### config.mk
export PLATFORM = sky130hd
export DESIGN_NAME = pt_timer_pair
export DESIGN_NICKNAME = d
export VERILOG_FILES = /design/src/pkg/pt_pkg.sv /design/src/hdl/pt_sync.sv /design/src/hdl/pt_prescaler.sv /design/src/hdl/pt_timer_pair.sv
export SDC_FILE = /design/constraint.sdc
export NUM_CORES = 1
export LEC_CHECK = 0
export ABC_AREA = 1
export BUFFER_PORTS_ARGS = -buffer_cell sky130_fd_sc_hd__buf_2
export CORE_MARGIN = 1
export CORE_UTILIZATION = 40
export DETAILED_ROUTE_END_ITERATION = 7
export GPL_TIMING_DRIVEN = 0
export PLACE_DENSITY = 0.67
export SLEW_MARGIN = 20
export SYNTH_ARGS = -nofsm -noshare
export SYNTH_HDL_FRONTEND = slang
export SYNTH_SLANG_ARGS = --single-unit
### constraint.sdc
create_clock -name i_clk -period 2.05 [get_ports i_clk]
set_clock_uncertainty 0.1 [all_clocks]
set_input_delay 0 -clock i_clk [delete_from_list [all_inputs] [get_ports i_clk]]
set_output_delay 0 -clock i_clk [all_outputs]
set_load 0.02 [all_outputs]
### src/pkg/pt_pkg.sv
// Package with register map, control layout and helpers for the paired timer.
package pt_pkg;

   // Byte offsets of the word registers on the bus.
   localparam logic [7:0] PT_OFS_CTRL_A = 8'h00;
   localparam logic [7:0] PT_OFS_CTRL_B = 8'h04;
   localparam logic [7:0] PT_OFS_CNT_A = 8'h08;
   localparam logic [7:0] PT_OFS_CNT_B = 8'h0C;
   localparam logic [7:0] PT_OFS_PER_A = 8'h10;
   localparam logic [7:0] PT_OFS_PER_B = 8'h14;
   localparam logic [7:0] PT_OFS_STS = 8'h18;
   localparam logic [7:0] PT_OFS_MSK = 8'h1C;

   // Writable bits of each control register; the rest read as zero.
   localparam logic [15:0] PT_CTRL_A_MASK = 16'hA37A;
   localparam logic [15:0] PT_CTRL_B_MASK = 16'hA372;
   localparam logic [15:0] PT_CTRL_RST = 16'h0000;
   localparam logic [15:0] PT_CNT_RST = 16'h0000;
   localparam logic [15:0] PT_PER_RST = 16'hFFFF;
   localparam logic [15:0] PT_CNT_LAST = 16'hFFFF;
   localparam logic [1:0] PT_IRQ_RST = 2'h0;

   // Status bit positions: period match or gate close of each timer.
   localparam int PT_STS_A = 0;
   localparam int PT_STS_B = 1;

   // Index of each pin source in the synchronised vector, equal to its source code.
   localparam int PT_NSRC = 4;
   localparam logic [1:0] PT_SRC_SECONDARY_OSCILLATOR = 2'h0;
   localparam logic [1:0] PT_SRC_OTHER = 2'h1;
   localparam logic [1:0] PT_SRC_LOW_POWER_RC_OSCILLATOR = 2'h2;
   localparam logic [1:0] PT_SRC_GEN = 2'h3;

   // Prescale codes.
   localparam logic [1:0] PT_PS_1 = 2'h0;
   localparam logic [1:0] PT_PS_8 = 2'h1;
   localparam logic [1:0] PT_PS_64 = 2'h2;

   // Control register layout, bit 15 first.
   typedef struct packed {
      logic run;
      logic rsv14;
      logic idle_stop;
      logic [2:0] rsv12;
      logic [1:0] ext_src;
      logic rsv7;
      logic gate_en;
      logic [1:0] prescale;
      logic pairing;
      logic rsv2;
      logic clk_src;
      logic rsv0;
   } pt_ctrl_t;

   // Last value of the prescale counter before it emits a tick.
   function automatic logic [7:0] pt_presc_last(input logic [1:0] sel);
      unique case (sel)
         PT_PS_1: pt_presc_last = 8'h00;
         PT_PS_8: pt_presc_last = 8'h07;
         PT_PS_64: pt_presc_last = 8'h3F;
         default: pt_presc_last = 8'hFF;
      endcase
   endfunction : pt_presc_last

endpackage : pt_pkg

### src/hdl/pt_sync.sv
// Three-stage synchroniser with filtered edge pulses for the pin sources.
`timescale 1ns/10ps
module pt_sync
   import pt_pkg::*;
(
   input wire logic i_clk,
   input wire logic i_rst_b,
   input wire logic [PT_NSRC-1:0] i_pin,
   output logic [PT_NSRC-1:0] o_level,
   output logic [PT_NSRC-1:0] o_rise,
   output logic [PT_NSRC-1:0] o_fall
);

   logic [PT_NSRC-1:0] s1_r; // First stage, read only by the second.
   logic [PT_NSRC-1:0] s2_r;
   logic [PT_NSRC-1:0] s3_r;
   logic [PT_NSRC-1:0] lvl_r; // Accepted level.
   logic [PT_NSRC-1:0] agree;

   // A change is taken only once the second and third stages agree.
   assign agree = ~(s2_r ^ s3_r);

   // Shift the pins through the stages and update the accepted level.
   always_ff @(posedge i_clk or negedge i_rst_b)
   begin
      if (!i_rst_b)
      begin
         s1_r <= '0;
         s2_r <= '0;
         s3_r <= '0;
         lvl_r <= '0;
      end
      else
      begin
         s1_r <= i_pin;
         s2_r <= s1_r;
         s3_r <= s2_r;
         lvl_r <= (agree & s3_r) | (~agree & lvl_r);
      end
   end

   // Edges are one-cycle pulses in the cycle before the level updates.
   assign o_rise = agree & s3_r & ~lvl_r;
   assign o_fall = agree & ~s3_r & lvl_r;
   assign o_level = lvl_r;

endmodule : pt_sync

### src/hdl/pt_prescaler.sv
// Prescale counter dividing one timer's input ticks by 1, 8, 64 or 256.
`timescale 1ns/10ps
module pt_prescaler
   import pt_pkg::*;
(
   input wire logic i_clk,
   input wire logic i_rst_b,
   input wire logic i_clr,
   input wire logic i_tick,
   input wire logic [1:0] i_sel,
   output logic o_tick
);

   logic [7:0] cnt_r; // Input ticks seen since the last output tick.

   // Emit a tick on the input tick that completes the division.
   assign o_tick = i_tick & ~i_clr & (cnt_r == pt_presc_last(i_sel));

   // Count input ticks; a clear restarts the division from zero.
   always_ff @(posedge i_clk or negedge i_rst_b)
   begin
      if (!i_rst_b)
         cnt_r <= 8'h00;
      else if (i_clr || o_tick)
         cnt_r <= 8'h00;
      else if (i_tick)
         cnt_r <= cnt_r + 8'h01;
   end

   property p_presc_clr;
      @(posedge i_clk) disable iff (!i_rst_b) i_clr |=> cnt_r == 8'h00;
   endproperty
   a_presc_clr: assert property (p_presc_clr) else $error("prescaler not cleared");

   property p_presc_div;
      @(posedge i_clk) disable iff (!i_rst_b)
         o_tick |-> cnt_r == pt_presc_last(i_sel);
   endproperty
   a_presc_div: assert property (p_presc_div) else $error("prescaler tick at wrong count");

endmodule : pt_prescaler

### src/hdl/pt_timer_pair.sv
// Paired 16/32-bit timer with clock selection, gating, prescale and an AHB-Lite register slave.
`timescale 1ns/10ps

// Notes on behaviour
// - Primary run bit runs pair or primary.
// - Idle-stop bit halts timer in Idle.
// - Extended field picks one of four sources.
// - Clock source clear uses half system clock.
// - Primary source bit hands over to field.
// - Secondary alone counts its pin rising edges.
// - Gate enable only works on internal clock.
// - Prescale divides by 1, 8, 64, 256.
// - Control write while running clears prescaler.
// - Pairing bit 3 joins timers to 32.
// - Paired: secondary control bits have no effect.
// - Unused bits read zero; reset clears all but the periods, which load FFFF.
// - Primary holds low half, secondary high.
// - Paired: primary clock, secondary interrupt flag.
// - Converter trigger from pair or secondary.
module pt_timer_pair
   import pt_pkg::*;
(
   input wire logic i_clk,
   input wire logic i_rst_b,
   input wire logic i_hsel,
   input wire logic [31:0] i_haddr,
   input wire logic [1:0] i_htrans,
   input wire logic i_hwrite,
   input wire logic [2:0] i_hsize,
   input wire logic [31:0] i_hwdata,
   input wire logic i_hready,
   output logic [31:0] o_hrdata,
   output logic o_hreadyout,
   output logic o_hresp,
   input wire logic i_idle,
   input wire logic i_gen_ck,
   input wire logic i_other_ck,
   input wire logic i_secondary_oscillator,
   input wire logic i_low_power_rc_oscillator,
   output logic o_irq,
   output logic o_adc_trig
);

   pt_ctrl_t ctrl_a_r; // Primary control register.
   pt_ctrl_t ctrl_b_r; // Secondary control register.
   logic [15:0] cnt_a_r; // Primary count, low half when paired.
   logic [15:0] cnt_b_r; // Secondary count, high half when paired.
   logic [15:0] per_a_r;
   logic [15:0] per_b_r;
   logic [1:0] sts_r; // Sticky event flags.
   logic [1:0] msk_r; // Interrupt enables.
   logic half_r; // Toggles to give the half-rate internal tick.
   logic trig_r;
   logic [7:0] addr_r; // Latched write address for the data phase.
   logic wr_r; // A write data phase is in progress.
   logic [31:0] rdata_r;

   logic [PT_NSRC-1:0] pin_lvl;
   logic [PT_NSRC-1:0] pin_rise;
   logic [PT_NSRC-1:0] pin_fall;
   logic pair;
   logic run_a;
   logic run_b;
   logic src_a;
   logic src_b;
   logic tick_a;
   logic tick_b;
   logic match_a;
   logic match_b;
   logic match32;
   logic gclose_a;
   logic gclose_b;
   logic [1:0] ev;
   logic addr_ok;
   logic wr_ctrl_a;
   logic wr_ctrl_b;
   logic wr_cnt;
   logic [1:0] sts_clr;

   // Internal tick, optionally gated by the accepted gate level.
   function automatic logic int_tick(input pt_ctrl_t c, input logic half, input logic gate);
      int_tick = half & (~c.gate_en | gate);
   endfunction : int_tick

   // Gate close event: gating active on the internal clock and the gate falls.
   function automatic logic gate_close(input pt_ctrl_t c, input logic run, input logic fall);
      gate_close = run & ~c.clk_src & c.gate_en & fall;
   endfunction : gate_close

   // All four pin sources share one synchroniser so their delays match.
   pt_sync u_sync (
      .i_clk(i_clk),
      .i_rst_b(i_rst_b),
      .i_pin({i_gen_ck, i_low_power_rc_oscillator, i_other_ck, i_secondary_oscillator}),
      .o_level(pin_lvl),
      .o_rise(pin_rise),
      .o_fall(pin_fall)
   );

   assign pair = ctrl_a_r.pairing;

   assign run_a = ctrl_a_r.run & ~(i_idle & ctrl_a_r.idle_stop);
   assign run_b = pair ? run_a : ctrl_b_r.run & ~(i_idle & ctrl_b_r.idle_stop);

   assign src_a = ctrl_a_r.clk_src ? pin_rise[ctrl_a_r.ext_src]
                                   : int_tick(ctrl_a_r, half_r, pin_lvl[PT_SRC_GEN]);
   assign src_b = ctrl_b_r.clk_src ? pin_rise[PT_SRC_OTHER]
                                   : int_tick(ctrl_b_r, half_r, pin_lvl[PT_SRC_OTHER]);

   pt_prescaler u_presc_a (
      .i_clk(i_clk),
      .i_rst_b(i_rst_b),
      .i_clr(~run_a | wr_ctrl_a),
      .i_tick(src_a),
      .i_sel(ctrl_a_r.prescale),
      .o_tick(tick_a)
   );

   // The secondary prescaler is held clear while paired so it restarts cleanly.
   pt_prescaler u_presc_b (
      .i_clk(i_clk),
      .i_rst_b(i_rst_b),
      .i_clr(~run_b | wr_ctrl_b | pair),
      .i_tick(src_b),
      .i_sel(ctrl_b_r.prescale),
      .o_tick(tick_b)
   );

   // Period comparators for the halves and for the joined count.
   assign match_a = cnt_a_r == per_a_r;
   assign match_b = cnt_b_r == per_b_r;
   assign match32 = match_a & match_b;
   assign gclose_a = gate_close(ctrl_a_r, run_a, pin_fall[PT_SRC_GEN]);
   assign gclose_b = ~pair & gate_close(ctrl_b_r, run_b, pin_fall[PT_SRC_OTHER]);

   assign ev[PT_STS_A] = ~pair & ((tick_a & match_a) | gclose_a);
   assign ev[PT_STS_B] = pair ? (tick_a & match32) | gclose_a : (tick_b & match_b) | gclose_b;

   // Bus decode: writes land in the data phase, one cycle after the address.
   assign addr_ok = i_hsel & i_htrans[1] & i_hready;
   assign wr_ctrl_a = wr_r & (addr_r == PT_OFS_CTRL_A);
   assign wr_ctrl_b = wr_r & (addr_r == PT_OFS_CTRL_B);
   assign wr_cnt = wr_r & ((addr_r == PT_OFS_CNT_A) | (addr_r == PT_OFS_CNT_B));
   assign sts_clr = (wr_r && addr_r == PT_OFS_STS) ? i_hwdata[1:0] : 2'h0;

   // Latch the address phase of each write.
   always_ff @(posedge i_clk or negedge i_rst_b)
   begin
      if (!i_rst_b)
      begin
         wr_r <= 1'b0;
         addr_r <= 8'h00;
      end
      else
      begin
         wr_r <= addr_ok & i_hwrite;
         addr_r <= i_haddr[7:0];
      end
   end

   // Read data is captured at the address phase; a read just behind a write
   // to the same register therefore returns the older value.
   always_ff @(posedge i_clk or negedge i_rst_b)
   begin
      if (!i_rst_b)
         rdata_r <= 32'h0000_0000;
      else if (addr_ok && !i_hwrite)
      begin
         unique case (i_haddr[7:0])
            PT_OFS_CTRL_A: rdata_r <= {16'h0000, ctrl_a_r};
            PT_OFS_CTRL_B: rdata_r <= {16'h0000, ctrl_b_r};
            PT_OFS_CNT_A: rdata_r <= {16'h0000, cnt_a_r};
            PT_OFS_CNT_B: rdata_r <= {16'h0000, cnt_b_r};
            PT_OFS_PER_A: rdata_r <= {16'h0000, per_a_r};
            PT_OFS_PER_B: rdata_r <= {16'h0000, per_b_r};
            PT_OFS_STS: rdata_r <= {30'h0000_0000, sts_r};
            PT_OFS_MSK: rdata_r <= {30'h0000_0000, msk_r};
            default: rdata_r <= 32'h0000_0000;
         endcase
      end
   end

   // The slave never stalls and never errors.
   assign o_hrdata = rdata_r;
   assign o_hreadyout = 1'b1;
   assign o_hresp = 1'b0;

   always_ff @(posedge i_clk or negedge i_rst_b)
   begin
      if (!i_rst_b)
      begin
         ctrl_a_r <= PT_CTRL_RST;
         ctrl_b_r <= PT_CTRL_RST;
      end
      else
      begin
         if (wr_ctrl_a)
            ctrl_a_r <= i_hwdata[15:0] & PT_CTRL_A_MASK;
         if (wr_ctrl_b)
            ctrl_b_r <= i_hwdata[15:0] & PT_CTRL_B_MASK;
      end
   end

   // Period registers and the interrupt mask.
   always_ff @(posedge i_clk or negedge i_rst_b)
   begin
      if (!i_rst_b)
      begin
         per_a_r <= PT_PER_RST;
         per_b_r <= PT_PER_RST;
         msk_r <= PT_IRQ_RST;
      end
      else if (wr_r)
      begin
         if (addr_r == PT_OFS_PER_A)
            per_a_r <= i_hwdata[15:0];
         if (addr_r == PT_OFS_PER_B)
            per_b_r <= i_hwdata[15:0];
         if (addr_r == PT_OFS_MSK)
            msk_r <= i_hwdata[1:0];
      end
   end

   // Free-running divide-by-two of the system clock.
   always_ff @(posedge i_clk or negedge i_rst_b)
   begin
      if (!i_rst_b)
         half_r <= 1'b0;
      else
         half_r <= ~half_r;
   end

   // Counters. A software write wins over a tick in the same cycle.
   always_ff @(posedge i_clk or negedge i_rst_b)
   begin
      if (!i_rst_b)
      begin
         cnt_a_r <= PT_CNT_RST;
         cnt_b_r <= PT_CNT_RST;
      end
      else if (wr_cnt)
      begin
         if (addr_r == PT_OFS_CNT_A)
            cnt_a_r <= i_hwdata[15:0];
         else
            cnt_b_r <= i_hwdata[15:0];
      end
      else if (pair)
      begin
         if (tick_a)
            {cnt_b_r, cnt_a_r} <= match32 ? {PT_CNT_RST, PT_CNT_RST} : {cnt_b_r, cnt_a_r} + 32'h0000_0001;
      end
      else
      begin
         if (tick_a)
            cnt_a_r <= match_a ? PT_CNT_RST : cnt_a_r + 16'h0001;
         if (tick_b)
            cnt_b_r <= match_b ? PT_CNT_RST : cnt_b_r + 16'h0001;
      end
   end

   // Sticky flags: a new event wins over a clear in the same cycle.
   always_ff @(posedge i_clk or negedge i_rst_b)
   begin
      if (!i_rst_b)
         sts_r <= PT_IRQ_RST;
      else
         sts_r <= (sts_r & ~sts_clr) | ev;
   end

   always_ff @(posedge i_clk or negedge i_rst_b)
   begin
      if (!i_rst_b)
         trig_r <= 1'b0;
      else
         trig_r <= pair ? tick_a & match32 : tick_b & match_b;
   end

   assign o_adc_trig = trig_r;
   assign o_irq = |(sts_r & msk_r);

   property p_rsv_zero;
      @(posedge i_clk) disable iff (!i_rst_b)
         ((ctrl_a_r & ~PT_CTRL_A_MASK) == 16'h0000) && ((ctrl_b_r & ~PT_CTRL_B_MASK) == 16'h0000);
   endproperty
   a_rsv_zero: assert property (p_rsv_zero) else $error("reserved control bit set");

   property p_pair_stop;
      @(posedge i_clk) disable iff (!i_rst_b)
         pair && !ctrl_a_r.run && !wr_cnt |=> $stable({cnt_b_r, cnt_a_r});
   endproperty
   a_pair_stop: assert property (p_pair_stop) else $error("stopped pair counted");

   property p_idle_stop;
      @(posedge i_clk) disable iff (!i_rst_b)
         i_idle && ctrl_a_r.idle_stop && !wr_cnt |=> $stable(cnt_a_r);
   endproperty
   a_idle_stop: assert property (p_idle_stop) else $error("timer ran in idle");

   // Internal clock alternates
   // The control word must stay put over the window, since a write may switch to a pin source.
   property p_int_src;
      @(posedge i_clk) disable iff (!i_rst_b)
         (!ctrl_a_r.clk_src && !ctrl_a_r.gate_en && src_a && !wr_ctrl_a) ##1 !wr_ctrl_a
         |-> !src_a ##1 src_a;
   endproperty
   a_int_src: assert property (p_int_src) else $error("internal tick not half rate");

   property p_ext_src;
      @(posedge i_clk) disable iff (!i_rst_b)
         ctrl_a_r.clk_src |-> src_a == pin_rise[ctrl_a_r.ext_src];
   endproperty
   a_ext_src: assert property (p_ext_src) else $error("wrong extended source");

   property p_b_src;
      @(posedge i_clk) disable iff (!i_rst_b)
         ctrl_b_r.clk_src |-> src_b == pin_rise[PT_SRC_OTHER];
   endproperty
   a_b_src: assert property (p_b_src) else $error("secondary source wrong");

   property p_gate;
      @(posedge i_clk) disable iff (!i_rst_b)
         !ctrl_a_r.clk_src && ctrl_a_r.gate_en && !pin_lvl[PT_SRC_GEN] |-> !src_a;
   endproperty
   a_gate: assert property (p_gate) else $error("gated timer counted");

   property p_pair_b;
      @(posedge i_clk) disable iff (!i_rst_b) pair |-> !tick_b;
   endproperty
   a_pair_b: assert property (p_pair_b) else $error("secondary ticked while paired");

   property p_carry;
      @(posedge i_clk) disable iff (!i_rst_b)
         pair && tick_a && !match32 && cnt_a_r == PT_CNT_LAST && !wr_cnt
         |=> cnt_b_r == $past(cnt_b_r) + 16'h0001 && cnt_a_r == PT_CNT_RST;
   endproperty
   a_carry: assert property (p_carry) else $error("no carry into high half");

   property p_pair_flag;
      @(posedge i_clk) disable iff (!i_rst_b)
         pair && tick_a && match32 && !wr_cnt |=> sts_r[PT_STS_B] && o_adc_trig ##1 !o_adc_trig;
   endproperty
   a_pair_flag: assert property (p_pair_flag) else $error("pair match not flagged");

   property p_wrap;
      @(posedge i_clk) disable iff (!i_rst_b)
         !pair && tick_b && match_b && !wr_cnt |=> cnt_b_r == PT_CNT_RST && sts_r[PT_STS_B];
   endproperty
   a_wrap: assert property (p_wrap) else $error("no wrap at period");

   c_pair_match: cover property (@(posedge i_clk) disable iff (!i_rst_b) pair && tick_a && match32);
   c_gate_close: cover property (@(posedge i_clk) disable iff (!i_rst_b) gclose_a);
   c_b_trig: cover property (@(posedge i_clk) disable iff (!i_rst_b) !pair && o_adc_trig);

endmodule : pt_timer_pair

==> load_flow_metrics.sql <==
INSERT INTO impl_metrics (metric_group, metric, value, unit) VALUES
('run_status', 'status', 'complete, but fails checks', ''),
('run_status', 'violations', 'hold timing, setup timing', ''),
('placed_design', 'gp_routability_congestion', '0.9541', ''),
('pwr', 'net-switching-power', '1958', 'uW'),
('clock_network', 'cts_buffers', '17', ''),
('synth', 'post_synth_and_or_nand_nor_area_fraction', '0.3215', ''),
('cells_and_area', 'layout.nets', '1491', ''),
('pwr', 'total_leakage_power', '0.005909', 'uW'),
('worst_setup_path', 'worstPathArrival', '2.33', 'ns'),
('sta', 'timing.slew.headroom', '0.4108', ''),
('pwr', 'vdd.ir_drop.worst', '0.5854', 'mV'),
('sta', 'min_period', '2.113', 'ns'),
('global_routing', 'grt_first_pass_wirelength', '45480', 'um'),
('synth', 'synth_mux_area_frac', '0.002509', ''),
('synth', 'mappedNetlistArea', '8977', 'sq um'),
('clock_network', 'clkSlewWorstSetupHoldPaths', '0.07', 'ns'),
('floorplanning', 'fp.dieW', '151.8', 'um'),
('pwr', 'clock_power_share', '0.461', ''),
('worst_setup_path', 'crit_type', 'flip-flop to flip-flop', ''),
('clock_network', 'clk_path_buf_depth', '2', ''),
('synth', 'synth_compound_gate_area_share', '0.1036', ''),
('cells_and_area', 'synthToLayoutAreaGrowth', '28.31', '%'),
('synth', 'dominant_combinational_cell_family_by_area_after_synthesis', 'simple AND/OR/NAND/NOR gates', ''),
('placed_design', 'placement.io_buffers', '52', ''),
('synth', 'synth.yosys.warnings', '0', ''),
('sta', 'setup_violations', '20', ''),
('sta', 'post-route-worst-setup-slack', '-0.06274', 'ns'),
('global_routing', 'globalRouteMet1Util', '0.3626', ''),
('global_routing', 'overall_global_routing_usage', '0.2553', ''),
('global_routing', 'grtUsageMet2', '0.3803', ''),
('route', 'detail_route.vias_per_cell', '5.329', ''),
('sta', 'setup_tns', '-0.3325', 'ns'),
('placed_design', 'dp_hpwl', '21340', 'um'),
('route', 'postRouteWirelength', '30550', 'um'),
('route', 'drt_first_pass_iters', '6', ''),
('cells_and_area', 'n_antenna_cell', '0', ''),
('sta', 'hold_slack', '-0.02127', 'ns'),
('flow_run', 'max_cap_violations', '0', ''),
('clock_network', 'cts_max_level', '4', ''),
('sta', 'finalHoldViolCount', '1', ''),
('synth', 'synth.avg_cell_area', '7.217', 'sq um'),
('global_routing', 'grt.met3_usage', '0.04763', ''),
('placed_design', 'dp_cells', '1593', ''),
('floorplanning', 'die-area', '23050', 'sq um'),
('sta', 'final_max_slew_viol_count', '0', ''),
('synth', 'syn-instance-count', '1244', ''),
('cells_and_area', 'drive_above_1_share', '0.2438', ''),
('hold_path', 'min_path_type', 'input port to flip-flop', ''),
('pwr', 'power_density', '601.0', 'nW/um^2'),
('cells_and_area', 'mostFrequentLayoutCells', 'nand2_1, inv_1, nor2_1', ''),
('clock_network', 'cts.sinks', '144', ''),
('clock_network', 'clk-insertion-delay-late', '0.44', 'ns'),
('route', 'detail_route.iter0.violations', '1353', ''),
('floorplanning', 'placeable_area', '21890', 'sq um'),
('global_routing', 'initial_antenna_violation_count', '0', ''),
('pwr', 'report.power.total', '6923', 'uW'),
('pwr', 'swShare', '0.2828', ''),
('synth', 'synth.lib_cells_used.distinct', '41', ''),
('synth', 'adder_cell_share_of_the_synthesized_area', '0.01394', ''),
('worst_setup_path', 'cp_slowest_stage_delay', '0.55', 'ns'),
('worst_setup_path', 'crit_path_cell_trace', 'inv_2, nand2_1, nand4_1, nor2_1, nand2_1, nor2_4, nand2_8, clkbuf_16, nand3_1, nand2_1, nand2_1, a21oi_1', ''),
('global_routing', 'busiest_grt_layer', 'met2', ''),
('floorplanning', 'fp.dieH', '151.8', 'um'),
('worst_setup_path', 'startpoint_type', 'flip-flop', ''),
('global_routing', 'number_of_global_route_vias_before_repair', '8034', ''),
('worst_setup_path', 'path_max_fanout', '8', ''),
('worst_setup_path', 'worst_path_max_delay_cell', 'dfstp_2', ''),
('global_routing', 'grt_max_degree', '82', ''),
('sta', 'achievable-frequency', '473.3', 'MHz'),
('route', 'drc', '0', ''),
('cells_and_area', 'final_common_cell', 'nand2_1', '');
timing repair:
action,CTS,global route
endpoints found under the setup margin,50,64
buffers inserted,6,29
hold buffers,32,0
cloned,0,6
hold endpoints to repair,209,0
pin swaps,3,33
resized for setup,32,117
worst paths after layout:
check                                              start                       end  slack (ns)  cells past startpoint
worst max register to register    per_a_r[7]$_DFFE_PN1P_    cnt_b_r[2]$_DFFE_PN0P_       -0.06                     12
min in group asynchronous                        i_rst_b  u_sync.s1_r[1]$_DFF_PN0_        0.05                      2
worst min-delay path                         i_htrans[1]   o_hrdata[4]$_DFFE_PN0P_       -0.02                      5
worst max-delay path              per_a_r[7]$_DFFE_PN1P_    cnt_b_r[2]$_DFFE_PN0P_       -0.06                     12
max in group asynchronous                        i_rst_b    per_b_r[3]$_DFFE_PN1P_        1.01                      3
worst min register to register  u_sync.s1_r[2]$_DFF_PN0_  u_sync.s2_r[2]$_DFF_PN0_        0.26                      0
synth_stat cells, drive strengths merged:
master / number / area share
conb: 2 / 0.00084
and3b: 1 / 0.00098
xnor2: 28 / 0.027
nor3b: 1 / 0.00084
o31ai: 1 / 0.00084
nor4: 2 / 0.0014
o221ai: 2 / 0.0020
nand4: 28 / 0.020
mux2: 2 / 0.0025
inv: 140 / 0.059
clkinv: 2 / 0.00084
ha: 10 / 0.014
o211ai: 1 / 0.00084
o2111ai: 12 / 0.012
buf: 49 / 0.035
dfrtp: 112 / 0.31
o21ai: 81 / 0.045
nand3: 58 / 0.037
o22ai: 9 / 0.0063
nor2: 153 / 0.075
nand3b: 5 / 0.0042
dfstp: 32 / 0.094
o21bai: 3 / 0.0025
a211oi: 2 / 0.0017
xor2: 25 / 0.024
clkbuf: 14 / 0.0060
a21oi: 51 / 0.033
nand2: 400 / 0.17
and2: 1 / 0.00070
nor3: 17 / 0.0095
power by group through the flow:
stage / clock network [uW] / registers (uW) / logic, uW
finish: 3190 / 2990 / 739
detailed placement: 0 / 3030 / 610
floorplan: 0 / 3020 / 374
CTS: 3210 / 2980 / 676
global route: 3340 / 3000 / 804
global placement: 0 / 3030 / 592
tightest hold or removal path, delay by kind of cell:
kind,cells,cell delay (ns)
compound gates,1,0.12
buf+inv,1,0.09
simple gates,3,0.25
through the flow:
stage	cell area [sq um]	setup slack (ns)
after floorplan	9037	0.2216
after global routing	11520	-0.1154
after detailed placement	9686	-0.2573
final	11520	-0.06274
after global placement	9648	-1.256
after CTS	10750	-0.04944
registers in the layout (all words and copies together), names as in the netlist, 8 cells and up, named ones only:
name	count
per_b_r	16
cnt_a_r	16
ctrl_a_r	8
per_a_r	16
cnt_b_r	16
ctrl_b_r	8
u_presc_a.cnt_r	8
o_hrdata	16
addr_r	8
u_presc_b.cnt_r	8
logic make-up (layout without fill, tap and decap cells):
group,Yosys count,after routing
muxes,2,2
other,2,18
AOI/OAI and AO/OA,162,162
and+or+nand+nor,666,666
adders and majority gates,10,10
buffers and inverters,205,360
xor gates and xnor gates,53,53
DFF,144,144
metal layers:
layer  vias to the layer above  share of wire  wire length, um
met5                         -              0                0
met4                         0          0.032              979
met3                        74          0.098             2989
met2                       516           0.45            13620
met1                      4204           0.42            12960
li1                       4238              -                -
cell type report:
class	count	area, sq um
Buffer	60	427.9
Clock buffer	19	442.9
Clock inverter	13	140.1
Fill cell	2110	10370
Inverter	142	541.8
Multi-Input combinational cell	911	4915
Sequential cell	144	3662
Tap cell	280	350.3
Timing Repair Buffer	126	1039
No activity file was read; power rests on OpenSTA's default activity.
